`config.mk`:
```
export PLATFORM = sky130hd
export DESIGN_NAME = usb_endpoint_ram_dma
export DESIGN_NICKNAME = d
export VERILOG_FILES = /design/src/logic/usb_endpoint_ram_dma.v /design/src/logic/launch_check.v /design/src/logic/emit_tracker.v
export VERILOG_INCLUDE_DIRS = /design/src /design/src/logic
export SDC_FILE = /design/constraint.sdc
export NUM_CORES = 1
export LEC_CHECK = 0
export BUFFER_PORTS_ARGS = -buffer_cell sky130_fd_sc_hd__buf_2
export CORE_ASPECT_RATIO = 1.4
export CORE_MARGIN = 8
export CORE_UTILIZATION = 25
export CTS_BUF_LIST = sky130_fd_sc_hd__clkbuf_16
export CTS_CLUSTER_DIAMETER = 40
export DETAILED_ROUTE_END_ITERATION = 12
export GPL_TIMING_DRIVEN = 1
export PLACE_DENSITY = 0.45
export SYNTH_ARGS = -nofsm -noshare
export SYNTH_HDL_FRONTEND = slang
export SYNTH_HIERARCHICAL = 1
export SYNTH_SLANG_ARGS = --single-unit
```
`constraint.sdc`:
```
create_clock -name core_clk -period 9.66 [get_ports core_clk]
set_input_delay 2.898 -clock core_clk [delete_from_list [all_inputs] [get_ports core_clk]]
set_output_delay 2.898 -clock core_clk [all_outputs]
set_load 0.03 [all_outputs]
```
`src/logic/usb_endpoint_ram_dma_regs.vh`:
```
// register indices, field positions, reset values and limits of the endpoint copy engine
// Operation
// RULE1 - three-bit field picks endpoint and its size
// RULE2 - zero count or endpoint above four violates
// RULE3 - good launch clears error; software may clear
// RULE4 - base outside RAM window sets error
// RULE5 - base plus count past window sets error
// RULE6 - count above endpoint size sets error
// RULE7 - error flag with enable requests USB interrupt
// RULE8 - range error raises unmasked security violation
// RULE9 - failed launch leaves pointer and count unchanged
// RULE10 - direction zero receives, one emits
// RULE11 - emitted buffer data cannot be read back
// RULE12 - software sets run, engine clears at end
// RULE13 - run stalls core for whole transfer
// RULE14 - transfer runs to completion uninterrupted
// RULE15 - fourteen-bit pointer, top two bits zero
// RULE16 - pointer resets to window start
// RULE17 - pointer is RAM source or destination
// RULE18 - pointer ends at last address plus one
// RULE19 - seven-bit count, top bit reads zero
// RULE20 - count kept after transfer
// RULE21 - N bytes finish within N plus one cycles
// RULE22 - registers closed while USB disabled
// RULE23 - failed check moves nothing, releases core
`ifndef USB_ENDPOINT_RAM_DMA_REGS_VH
`define USB_ENDPOINT_RAM_DMA_REGS_VH

// register indices; byte address is four times the index
`define IDX_CTRL_STATUS 8'hEA
`define IDX_PTR_LOW     8'hEB
`define IDX_PTR_HIGH    8'hEC
`define IDX_BYTE_COUNT  8'hED

// control and status fields
`define BIT_RUN     0
`define BIT_DIR     1
`define BIT_ERR     2
`define EPS_LSB     4
`define EPS_MSB     6

// reset values
`define RST_CTRL_STATUS 8'h00
`define RST_EPS         3'h0
`define RST_PTR         14'h0100
`define RST_BYTE_COUNT  7'h00

// permitted RAM window and endpoint limits
`define WIN_LOW         14'h0100
`define WIN_HIGH        14'h10FF
`define EP_MAX_SEL      3'h4
`define EP0_SIZE        8'h40
`define EP_BIG_SIZE     8'h80
`define EP_SMALL_SIZE   8'h08

`endif

```
`src/logic/usb_endpoint_ram_dma.v`:
```
// block-copy engine between data RAM and endpoint buffer RAM, with APB registers
`timescale 1ns/1ps
`default_nettype none
`include "usb_endpoint_ram_dma_regs.vh"
module usb_endpoint_ram_dma (
  // clock and reset
  input  wire        core_clk,
  input  wire        rst_n,
  // APB slave
  input  wire        psel,
  input  wire        penable,
  input  wire        pwrite,
  input  wire [9:0]  paddr,
  input  wire [31:0] pwdata,
  output reg  [31:0] prdata,
  output wire        pready,
  output wire        pslverr,
  // module status and interrupt side
  input  wire        usbEnable,
  input  wire        usbIntEnable,
  input  wire        secViolationMask,
  output reg         usbIrq,
  output reg         secViolation,
  output reg         cpuStall,
  // data RAM port
  output reg  [13:0] ramAddr,
  output reg         ramRdEn,
  input  wire [7:0]  ramRdData,
  output reg         ramWrEn,
  output reg  [7:0]  ramWrData,
  // endpoint buffer RAM port
  output reg  [2:0]  epSel,
  output reg  [6:0]  epAddr,
  output reg         epRdEn,
  input  wire [7:0]  epRdData,
  output reg         epWrEn,
  output reg  [7:0]  epWrData,
  input  wire [7:0]  epBufferRelease
);
  // timing of one transfer of N bytes, counted from the launch edge:
  //   cycles 1..N      one source byte is read per cycle
  //   cycles 2..N+1    the byte read one cycle earlier is written
  //   cycle N+1        run clears at its end, the core resumes after it
  // the stall output covers cycles 1..N+1, so the core never sees a
  // half-finished copy and no register write can land mid-transfer
  // copy sequencer states
  localparam [1:0] ST_IDLE  = 2'b00;
  localparam [1:0] ST_COPY  = 2'b01;
  localparam [1:0] ST_DRAIN = 2'b10;
  localparam [1:0] ST_DONE  = 2'b11;

  // programmable state
  reg [2:0]  endpointSelect_q;     // endpoint for next transfer
  reg        transferDirection_q;  // 1 emits, 0 receives
  reg        transferErrorFlag_q;  // sticky launch error
  reg        transferRun_q;        // transfer in progress
  reg [13:0] ramBasePointer_q;     // RAM base, advanced by transfers
  reg [6:0]  transferByteCount_q;  // bytes per transfer

  // sequencer state
  reg [1:0]  state_q;    // copy phase
  reg [6:0]  nextIdx_q;  // next byte to read
  reg [6:0]  rdIdx_q;    // byte read in this cycle
  reg        rdActive_q; // a read is presented this cycle

  // bus decode
  wire [7:0] wordIdx;    // register index from byte address
  wire       hitCtrl;    // control and status selected
  wire       hitPtrLow;  // pointer low byte selected
  wire       hitPtrHigh; // pointer high byte selected
  wire       hitCount;   // byte count selected
  wire       mapped;     // any register selected
  wire       busOpen;    // registers reachable
  wire       wrAccess;   // write takes effect this edge
  wire       rdSetup;    // read setup cycle

  // launch evaluation
  wire       launchReq;  // run bit written while idle
  wire [2:0] newEps;     // endpoint carried in the same write
  wire       rangeErr;   // pointer window failure
  wire       paramErr;   // empty or out-of-range endpoint
  wire       sizeErr;    // count over buffer size
  wire       launchBad;  // any check failed
  wire       launchGood; // transfer may start
  wire       emitDone;   // emit transfer finishing
  wire [7:0] emitLoaded; // buffers holding emit data

  // only bits 9..2 select a register; a register fills the low byte of
  // its word and the upper bytes read as zero
  // index decode; bit 1..0 of the address are the byte in the word
  assign wordIdx    = paddr[9:2];
  assign hitCtrl    = (wordIdx == `IDX_CTRL_STATUS);
  assign hitPtrLow  = (wordIdx == `IDX_PTR_LOW);
  assign hitPtrHigh = (wordIdx == `IDX_PTR_HIGH);
  assign hitCount   = (wordIdx == `IDX_BYTE_COUNT);
  assign mapped     = hitCtrl | hitPtrLow | hitPtrHigh | hitCount;

  // closed while the USB module is off
  assign busOpen  = usbEnable & mapped; // RULE22
  assign wrAccess = psel & penable & pwrite & busOpen;
  assign rdSetup  = psel & ~penable & ~pwrite;

  // the slave never stretches a transfer; read data is already in
  // prdata when the access phase begins
  // zero wait states; error for closed or unmapped access
  assign pready  = 1'b1;
  assign pslverr = psel & penable & ~busOpen; // RULE22

  // the pointer and count are checked as they stand before the run
  // write, so software must program them in earlier transfers
  // launch takes the endpoint from the same write
  assign newEps     = pwdata[`EPS_MSB:`EPS_LSB];
  assign launchReq  = wrAccess & hitCtrl & pwdata[`BIT_RUN] & (state_q == ST_IDLE); // RULE12
  assign launchBad  = rangeErr | paramErr | sizeErr;
  assign launchGood = launchReq & ~launchBad;
  assign emitDone   = (state_q == ST_DONE) & transferDirection_q;

  // pointer plus byte offset within the 14-bit space
  function [13:0] addOffset;
    input [13:0] base;
    input [6:0]  off;
    begin
      addOffset = base + {7'h00, off};
    end
  endfunction

  // checks on the programmed pointer and count
  launch_check u_check (
    .basePtr        (ramBasePointer_q),
    .byteCount      (transferByteCount_q),
    .endpointSelect (newEps),
    .rangeErr       (rangeErr),
    .paramErr       (paramErr),
    .sizeErr        (sizeErr)
  );

  // emission flags guarding read-back
  emit_tracker u_emit (
    .core_clk      (core_clk),
    .rst_n         (rst_n),
    .emitDone      (emitDone),
    .emitEndpoint  (endpointSelect_q),
    .bufferRelease (epBufferRelease),
    .loaded_q      (emitLoaded)
  );

  // a run write that fails its checks still stores the endpoint and
  // direction, so the read-back shows what was attempted
  // control and status register
  always @(posedge core_clk or negedge rst_n) begin
    if (!rst_n) begin
      endpointSelect_q    <= `RST_EPS;
      transferDirection_q <= 1'b0;
      transferErrorFlag_q <= 1'b0;
    end else begin
      // fields are frozen while a transfer runs
      if (wrAccess && hitCtrl && (state_q == ST_IDLE)) begin // RULE14
        endpointSelect_q    <= newEps; // RULE1
        transferDirection_q <= pwdata[`BIT_DIR]; // RULE10
        transferErrorFlag_q <= pwdata[`BIT_ERR]; // RULE3
      end
      // launch verdict overrides the software value
      if (launchReq) begin
        transferErrorFlag_q <= launchBad; // RULE3 RULE4 RULE5 RULE6
      end
    end
  end

  // bus writes are ignored while a transfer runs; the core is stalled
  // then, so only a second bus master could try
  // pointer and count registers
  always @(posedge core_clk or negedge rst_n) begin
    if (!rst_n) begin
      ramBasePointer_q    <= `RST_PTR; // RULE16
      transferByteCount_q <= `RST_BYTE_COUNT;
    end else begin
      if (state_q == ST_DONE) begin
        // last address plus one; count untouched
        ramBasePointer_q <= addOffset(ramBasePointer_q, transferByteCount_q); // RULE18 RULE20
      end else if (wrAccess && (state_q == ST_IDLE)) begin
        // a failed launch writes none of these
        if (hitPtrLow) begin // RULE9
          ramBasePointer_q[7:0] <= pwdata[7:0];
        end
        if (hitPtrHigh) begin
          ramBasePointer_q[13:8] <= pwdata[5:0]; // RULE15
        end
        if (hitCount) begin
          transferByteCount_q <= pwdata[6:0]; // RULE19
        end
      end
    end
  end

  // copy sequencer: one read per cycle, write one cycle behind
  always @(posedge core_clk or negedge rst_n) begin
    if (!rst_n) begin
      state_q       <= ST_IDLE;
      transferRun_q <= 1'b0;
      nextIdx_q     <= 7'h00;
      rdIdx_q       <= 7'h00;
      rdActive_q    <= 1'b0;
    end else begin
      case (state_q)
        ST_IDLE: begin
          rdActive_q <= 1'b0;
          // failed checks leave run clear and nothing moves
          if (launchGood) begin // RULE23
            transferRun_q <= 1'b1; // RULE12
            rdActive_q    <= 1'b1;
            rdIdx_q       <= 7'h00;
            nextIdx_q     <= 7'h01;
            // a single byte needs no copy phase, its write drains at once
            if (transferByteCount_q == 7'h01) begin
              state_q <= ST_DRAIN;
            end else begin
              state_q <= ST_COPY;
            end
          end
        end
        ST_COPY: begin
          // no bus access can stop this phase
          rdActive_q <= 1'b1; // RULE14
          rdIdx_q    <= nextIdx_q;
          nextIdx_q  <= nextIdx_q + 7'h01;
          if (nextIdx_q == (transferByteCount_q - 7'h01)) begin
            state_q <= ST_DRAIN;
          end
        end
        ST_DRAIN: begin
          // last write is registered at the end of this cycle and goes out in the next
          rdActive_q <= 1'b0;
          state_q    <= ST_DONE;
        end
        ST_DONE: begin
          // run clears after N plus one stall cycles
          transferRun_q <= 1'b0; // RULE12 RULE21
          state_q       <= ST_IDLE;
        end
        default: begin
          state_q       <= ST_IDLE;
          transferRun_q <= 1'b0;
          rdActive_q    <= 1'b0;
        end
      endcase
    end
  end

  // memory-side strobes, addresses and data
  always @(posedge core_clk or negedge rst_n) begin
    if (!rst_n) begin
      ramAddr   <= `RST_PTR;
      ramRdEn   <= 1'b0;
      ramWrEn   <= 1'b0;
      ramWrData <= 8'h00;
      epSel     <= 3'h0;
      epAddr    <= 7'h00;
      epRdEn    <= 1'b0;
      epWrEn    <= 1'b0;
      epWrData  <= 8'h00;
    end else begin
      ramRdEn <= 1'b0;
      ramWrEn <= 1'b0;
      epRdEn  <= 1'b0;
      epWrEn  <= 1'b0;
      // read and write stages use different address ports in each
      // direction, so a read and the previous byte's write never clash
      // read stage for the byte chosen by the sequencer
      if (launchGood || (state_q == ST_COPY)) begin
        if (launchGood) begin
          epSel <= newEps;
        end
        if (launchGood ? pwdata[`BIT_DIR] : transferDirection_q) begin // RULE10
          ramRdEn <= 1'b1;
          // base is the source when emitting
          ramAddr <= addOffset(ramBasePointer_q, launchGood ? 7'h00 : nextIdx_q); // RULE17
        end else begin
          epRdEn <= 1'b1;
          epAddr <= launchGood ? 7'h00 : nextIdx_q;
        end
      end
      // read data arrives combinationally, so it is captured here
      // write stage for the byte read in the previous cycle
      if (rdActive_q) begin
        if (transferDirection_q) begin
          epWrEn   <= 1'b1;
          epAddr   <= rdIdx_q;
          epWrData <= ramRdData;
        end else begin
          ramWrEn   <= 1'b1;
          // base is the destination when receiving
          ramAddr   <= addOffset(ramBasePointer_q, rdIdx_q); // RULE17
          // buffer holding emit data reads back as zero
          ramWrData <= emitLoaded[endpointSelect_q] ? 8'h00 : epRdData; // RULE11
        end
      end
    end
  end

  // all three outputs are registered so the core and the interrupt
  // controller see glitch-free levels one cycle after the cause
  // stall, interrupt and violation outputs
  always @(posedge core_clk or negedge rst_n) begin
    if (!rst_n) begin
      cpuStall     <= 1'b0;
      usbIrq       <= 1'b0;
      secViolation <= 1'b0;
    end else begin
      // core held from launch until run clears
      cpuStall     <= launchGood | (transferRun_q & (state_q != ST_DONE)); // RULE13
      // level request while the flag stands
      usbIrq       <= transferErrorFlag_q & usbIntEnable; // RULE7
      // one-cycle security pulse on a launch failing its range or parameter check
      secViolation <= launchReq & (rangeErr | paramErr) & ~secViolationMask; // RULE8 RULE2
    end
  end

  // capturing in the setup cycle lets the access phase finish with
  // no wait state; a closed module reads back as zero
  // read data captured in the setup cycle
  always @(posedge core_clk or negedge rst_n) begin
    if (!rst_n) begin
      prdata <= 32'h00000000;
    end else if (rdSetup) begin
      prdata <= 32'h00000000;
      if (usbEnable) begin
        if (hitCtrl) begin
          prdata[`EPS_MSB:`EPS_LSB] <= endpointSelect_q;
          prdata[`BIT_ERR]          <= transferErrorFlag_q;
          prdata[`BIT_DIR]          <= transferDirection_q;
          prdata[`BIT_RUN]          <= transferRun_q;
        end else if (hitPtrLow) begin
          prdata[7:0] <= ramBasePointer_q[7:0];
        end else if (hitPtrHigh) begin
          // upper two bits stay zero
          prdata[5:0] <= ramBasePointer_q[13:8]; // RULE15
        end else if (hitCount) begin
          // reserved top bit stays zero
          prdata[6:0] <= transferByteCount_q; // RULE19
        end
      end
    end
  end
endmodule // usb_endpoint_ram_dma
`default_nettype wire

```
`src/logic/launch_check.v`:
```
// launch-time checks on pointer, count and endpoint
`timescale 1ns/1ps
`default_nettype none
`include "usb_endpoint_ram_dma_regs.vh"
module launch_check (
  // requested transfer
  input  wire [13:0] basePtr,
  input  wire [6:0]  byteCount,
  input  wire [2:0]  endpointSelect,
  // verdicts
  output wire        rangeErr,
  output wire        paramErr,
  output wire        sizeErr
);
  // buffer size of an endpoint in bytes
  function [7:0] epSize;
    input [2:0] ep;
    begin
      if (ep == 3'h0) begin
        epSize = `EP0_SIZE;
      end else if (ep < 3'h4) begin
        epSize = `EP_BIG_SIZE;
      end else begin
        epSize = `EP_SMALL_SIZE;
      end
    end
  endfunction

  wire [14:0] lastAddr;  // last byte touched, one bit wider against wrap
  assign lastAddr = {1'b0, basePtr} + {8'h00, byteCount} - 15'h0001;

  // base outside window, or run past its end
  assign rangeErr = (basePtr < `WIN_LOW) || (basePtr > `WIN_HIGH) ||  // RULE4
                    (lastAddr > {1'b0, `WIN_HIGH});                   // RULE5
  // empty transfer or endpoint above four
  assign paramErr = (byteCount == 7'h00) || (endpointSelect > `EP_MAX_SEL); // RULE2
  // count larger than the chosen buffer
  assign sizeErr  = ({1'b0, byteCount} > epSize(endpointSelect)); // RULE6 RULE1
endmodule // launch_check
`default_nettype wire

```
`src/logic/emit_tracker.v`:
```
// per-endpoint flags marking buffers loaded for emission
`timescale 1ns/1ps
`default_nettype none
module emit_tracker (
  // clock and reset
  input  wire       core_clk,
  input  wire       rst_n,
  // events
  input  wire       emitDone,
  input  wire [2:0] emitEndpoint,
  input  wire [7:0] bufferRelease,
  // state
  output reg  [7:0] loaded_q
);
  reg [7:0] loaded_d;  // next flag values

  // a finished emit sets, the protocol engine releases; set wins
  always @* begin
    loaded_d = loaded_q & ~bufferRelease;
    if (emitDone) begin
      loaded_d[emitEndpoint] = 1'b1;
    end
  end

  // flag storage
  always @(posedge core_clk or negedge rst_n) begin
    if (!rst_n) begin
      loaded_q <= 8'h00;
    end else begin
      loaded_q <= loaded_d;
    end
  end
endmodule // emit_tracker
`default_nettype wire

```
; Word-level counts from Yosys, hierarchy flattened
; Cells that the tools add are included.
[word_totals]
register_bits = 107
input_bits = 74
[classes]
bitwise_logic = 32
add_sub_neg = 7
reduce_logical = 27
magnitude_cmp = 8
eq_ne = 12
muxes = 54
[op_table]
columns = operator, count
row1 = 14-bit 2-to-1 mux, 6
row2 = 7-bit 2-to-1 mux, 9
row3 = 8-bit 2-to-1 mux, 6
row4 = 14-bit by 7-bit adder with 14-bit output, 3
row5 = 8-bit == test (second input constant), 4
row6 = 7-bit one-hot mux with 2 select lines, 2
row7 = 1-bit 2-to-1 mux, 19
row8 = 1-bit bitwise AND, 16
row9 = 2-bit AND reduction, 8
row10 = 14-bit by 7-bit adder with 15-bit output, 1
row11 = 15-bit by 13-bit > comparator with 1-bit output (second input constant), 1
row12 = 15-bit by 1-bit subtractor with 15-bit output (second input constant), 1
row13 = 14-bit by 13-bit > comparator with 1-bit output (second input constant), 1
row14 = 14-bit by 9-bit < comparator with 1-bit output (second input constant), 1
row15 = 6-bit 2-to-1 mux, 2
row16 = 2-bit nonzero test, 6
row17 = 8-bit bitwise AND, 1
row18 = 7-bit by 8-bit > comparator with 1-bit output, 1
row19 = 8-bit NOT, 1
row20 = 8-bit OR, 1
row21 = 2-bit one-hot mux with 4 select lines, 1
row22 = 7-bit by 1-bit adder with 7-bit output (second input constant), 1
row23 = 7-bit by 1-bit == test with 1-bit output (second input constant), 1
row24 = 7-bit == test, 1
row25 = 23 further kinds, 46

; Longest topological paths before layout
[depth]
ltp_word = 16
mapped_depth = 25
ltp_nobuf = 25

; Hierarchy
; Netlist, hierarchy kept.
[by_module_without_submodules]
columns = module, instances, cells_per_inst, area_each_um2
row1 = usb_endpoint_ram_dma, 1, 656, 6211.0
row2 = launch_check, 1, 129, 888.4
row3 = emit_tracker, 1, 29, 336.6

; Least setup slack after synthesis
; OpenSTA, ideal clock, no wires.
[synth_path]
path_kind = input -> output
start = in paddr[5]
end = out pslverr
path_slack_ns = 2.902
required_ns = 6.762
t_arrival_ns = 3.860
stages = 4
cell_sequence = and4b_1 nand2_1 nor2_1 a21oi_1
[synth_via]
elab_chain_cells = 7
elab_cells_between_ends = 10
cone_classes = eq/ne: 4 / bitwise: 6
[synth_rtl]
columns = element, line
row1 = "start, declared", usb_endpoint_ram_dma.v:13  ; input wire [9:0] paddr,
row2 = 8-bit == test (no source line), n/a
row3 = 1-bit OR (2 in a row), usb_endpoint_ram_dma.v:96  ; assign mapped = hitCtrl | hitPtrLow | hitPtrHigh | hitCount;
row4 = 1-bit OR (*), usb_endpoint_ram_dma.v:96
row5 = 1-bit bitwise AND (*), usb_endpoint_ram_dma.v:99  ; assign busOpen = usbEnable & mapped;
row6 = 1-bit NOT (*), usb_endpoint_ram_dma.v:107  ; assign pslverr = psel & penable & ~busOpen;
row7 = 1-bit bitwise AND (*), usb_endpoint_ram_dma.v:107
row8 = "end, declared", usb_endpoint_ram_dma.v:17  ; output wire pslverr,
; Mark *: on every way between the ends. The rest lies on a longest branch, timed or not.

; Worst setup path in the final report
[layout_path]
start = in paddr[6]
end = out pslverr
; The elaborated chain is that of the path after synthesis.

==> flow_summary.ini <==
[cts]
clk_pin_slew_ns = 0.07
htreeDepth = 3
cts_buffer_depth = 2
numCtsBuffers = 9
cts.sinks = 107
hold_buffers = 0
cts_tree = done
cts-root-buf = clkbuf_16
cts_setup_buffers = 0
insertion_delay_ns = 0.38
ctsResizeCount = 0

[routing]
met1Wirelength_um = 9100
met2_length_um = 12400
vias = 6068
drc = 0
met3_length_um = 771
drtPass1Iterations = 5
top_layer = met4
routed_wirelength_um = 22700
first_iter_violations = 323
routedWlPerCell_um = 17.6
viasPerCell = 4.72
drtAntennaViolNets = 0

[worst_hold_path]
hold_path_depth = 2
hp-class = flop to flop

[critical_path]
ff2ff_setup_slack_ns = 3.64
cpMaxStageDelayCell = and4b_1
arrival_ns = 3.96
cp-start-kind = input port
cp.required_ns = 6.76
r2r_cells = 26
critPathKind = input port to output port
cp_common_cell = buf_2
path_cells = buf_2 > and4b_1 > nand2_1 > nor2_1 > a21oi_1 > buf_2
cp_max_fo = 6
end_kind = output port
slowest_delay_ns = 0.25

[sta]
min_period_over_period = 0.710
hold_violations = 0
grt_setup_unrepaired = false
finalSetupViolations = 0
max_freq_mhz = 146
maxSlewHeadroom = 0.359
maxSlewViolCount = 0
setup_tns_ns = 0
period_needed_ns = 6.86
finClkSkew_ns = 0.00670
worst_pin_slew_ns = 0.961
timing.hold.ws_ns = 0.483

[grt]
track_usage = 0.130
grt_max_degree = 64
grt_pass1_vias = 6146
grt_antenna_before_repair = 2
grt_pass1_wl_um = 35500
grt-ovfl-total = 0

[die]
start_util = 0.254
boundaryPins = 155
row_count = 74
die_height_um = 220
die-area_um2 = 35600
coreArea_um2 = 29300
die_w_um = 162

[synthesis]
ys_seq_area_frac = 0.360
synth-async-reset-ratio = 1.00
avgSynthCellArea_um2 = 9.13
ys.flop_type = dfrtp_1
synth_warnings = 6
ys_ff_latch = 107
synth_edf_count = 0
syn_inst = 814
syn_area_um2 = 7440
ys_types = 70

[placed_design]
place_congestion = 0.770
io_buffers = 103
dp.final_hpwl_um = 17600

[finish]
synthToLayoutAreaGrowth_pct = 14.7
layout-drive-gt1-share = 0.183
num-fill-cells = 3186
nets = 1032
seqCellArea_um2 = 2680
multiInputGateArea_um2 = 4260

[power]
powerDensity_nw_per_um2 = 240
ir_drop_v = 0.0000855
leakage_uw = 0.00393

[status]
status = finished clean

[run]
drv_cap = 0
[synth_stat cells, types with 4 or more instances]
| cell | count | area share |
|---|---|---|
| a22oi_1 | 10 | 0.010 |
| a22o_1 | 13 | 0.015 |
| clkbuf_1 | 28 | 0.014 |
| inv_1 | 66 | 0.033 |
| nand2_1 | 66 | 0.033 |
| mux2i_1 | 30 | 0.040 |
| and3_1 | 8 | 0.0067 |
| fa_1 | 4 | 0.011 |
| dfrtp_1 | 105 | 0.35 |
| ha_1 | 55 | 0.093 |
| buf_4 | 25 | 0.025 |
| nor2b_1 | 11 | 0.0093 |
| xor2_1 | 4 | 0.0047 |
| buf_2 | 6 | 0.0040 |
| o21a_1 | 7 | 0.0071 |
| and2_1 | 12 | 0.010 |
| a21o_1 | 7 | 0.0071 |
| nand4_1 | 6 | 0.0050 |
| a211oi_1 | 14 | 0.014 |
| o21ai_0 | 51 | 0.034 |
| o22ai_1 | 13 | 0.011 |
| nor3_1 | 16 | 0.011 |
| xnor2_1 | 28 | 0.033 |
| mux2_2 | 18 | 0.027 |
| nand3_1 | 11 | 0.0074 |
| o31a_1 | 4 | 0.0047 |
| or3_1 | 7 | 0.0059 |
| o31ai_1 | 7 | 0.0071 |
| nor2_1 | 53 | 0.027 |
| nand2b_1 | 6 | 0.0050 |
| a21boi_0 | 5 | 0.0050 |
| a21oi_1 | 46 | 0.031 |
| a31oi_1 | 9 | 0.0076 |
| a221oi_1 | 8 | 0.0094 |
| o211ai_1 | 9 | 0.0091 |
[placed cells by master (no fill, tap or decap), types with 14 or more instances in the layout]
cell type and count:
a21oi_1 46, buf_2 102, nand2_1 66, a211oi_1 14, dfrtp_1 105, mux2_2 18
conb_1 25, nor2_1 53, inv_1 66, nor3_1 16, o21ai_0 51, ha_1 55
mux2i_1 30, xnor2_1 28
[area by class of cell]
| class | count | area share |
|---|---|---|
| clock buffers | 9 | 0.0264 |
| well taps | 380 | 0.0558 |
| repair buffers | 110 | 0.0669 |
| flip-flops and latches | 107 | 0.314 |
| multi-input cells | 603 | 0.500 |
| diodes | 2 | 0.000587 |
| inverters | 68 | 0.0299 |
| clock inverters | 7 | 0.00616 |
[power breakdown]
group | internal, uW | switching, uW
sequential | 553 | 143
combinational | 390 | 601
clock | 176 | 187
[cell families (layout without fill, tap and decap cells)]
family | Yosys count | count (layout) | synth area share
multiplexers | 51 | 51 | 0.0767
flip-flops | 107 | 107 | 0.360
XOR/XNOR | 32 | 32 | 0.0377
AND/OR/NAND/NOR | 217 | 217 | 0.148
other | 2 | 27 | 0.00101
buffers and inverters | 127 | 194 | 0.0777
AO/OA/AOI/OAI | 219 | 219 | 0.195
adder cells (fa/ha/maj) | 59 | 59 | 0.103
[registers in the layout (all words and copies together), names as in the netlist, 2 cells and up]
| signal | count |
|---|---|
| epSel | 3 |
| ramBasePointer_q | 14 |
| transferByteCount_q | 7 |
| rdIdx_q | 7 |
| prdata | 8 |
| endpointSelect_q | 3 |
| state_q | 2 |
| ramWrData | 8 |
| epAddr | 7 |
| u_emit/loaded_q | 8 |
| epWrData | 8 |
| nextIdx_q | 7 |
| ramAddr | 14 |
[per-layer routing]
metal  global-route usage  up-vias
li1                     -     3016
met1                0.145     2935
met2                0.240      101
met3               0.0217       16
met4               0.0541        0
met5                    0        -
[stage by stage]
step	total power [uW]	utilization	area [um^2]	worst slack [ns]	std cells
after floorplan	1420	-	7520	2.90	837
after global placement	1710	0.282	8250	2.78	1268
final	2050	0.291	8530	2.80	1286
after detailed placement	1720	0.282	8250	2.77	1268
after CTS	2090	0.291	8520	2.77	1284
after global routing	2220	0.291	8530	2.76	1286
[critical path: cells and delay by family]
kind / cells / cell delay, ns
AO/OA/AOI/OAI: 1 / 0.09
AND/OR/NAND/NOR: 3 / 0.68
buffers and inverters: 2 / 0.28
[final timing paths]
| path | startpoint | end |
|---|---|---|
| worst max-delay path | paddr[6] | pslverr |
| worst min-delay path | prdata[0] | prdata[0] |
| worst max register to register | ramBasePointer_q[1] | ramAddr[12] |
| worst min register to register | prdata[0] | prdata[0] |
| max in group asynchronous | rst_n | ramWrData[2] |
| min in group asynchronous | rst_n | u_emit/loaded_q[7] |
No activity file was read; power rests on OpenSTA's default activity.
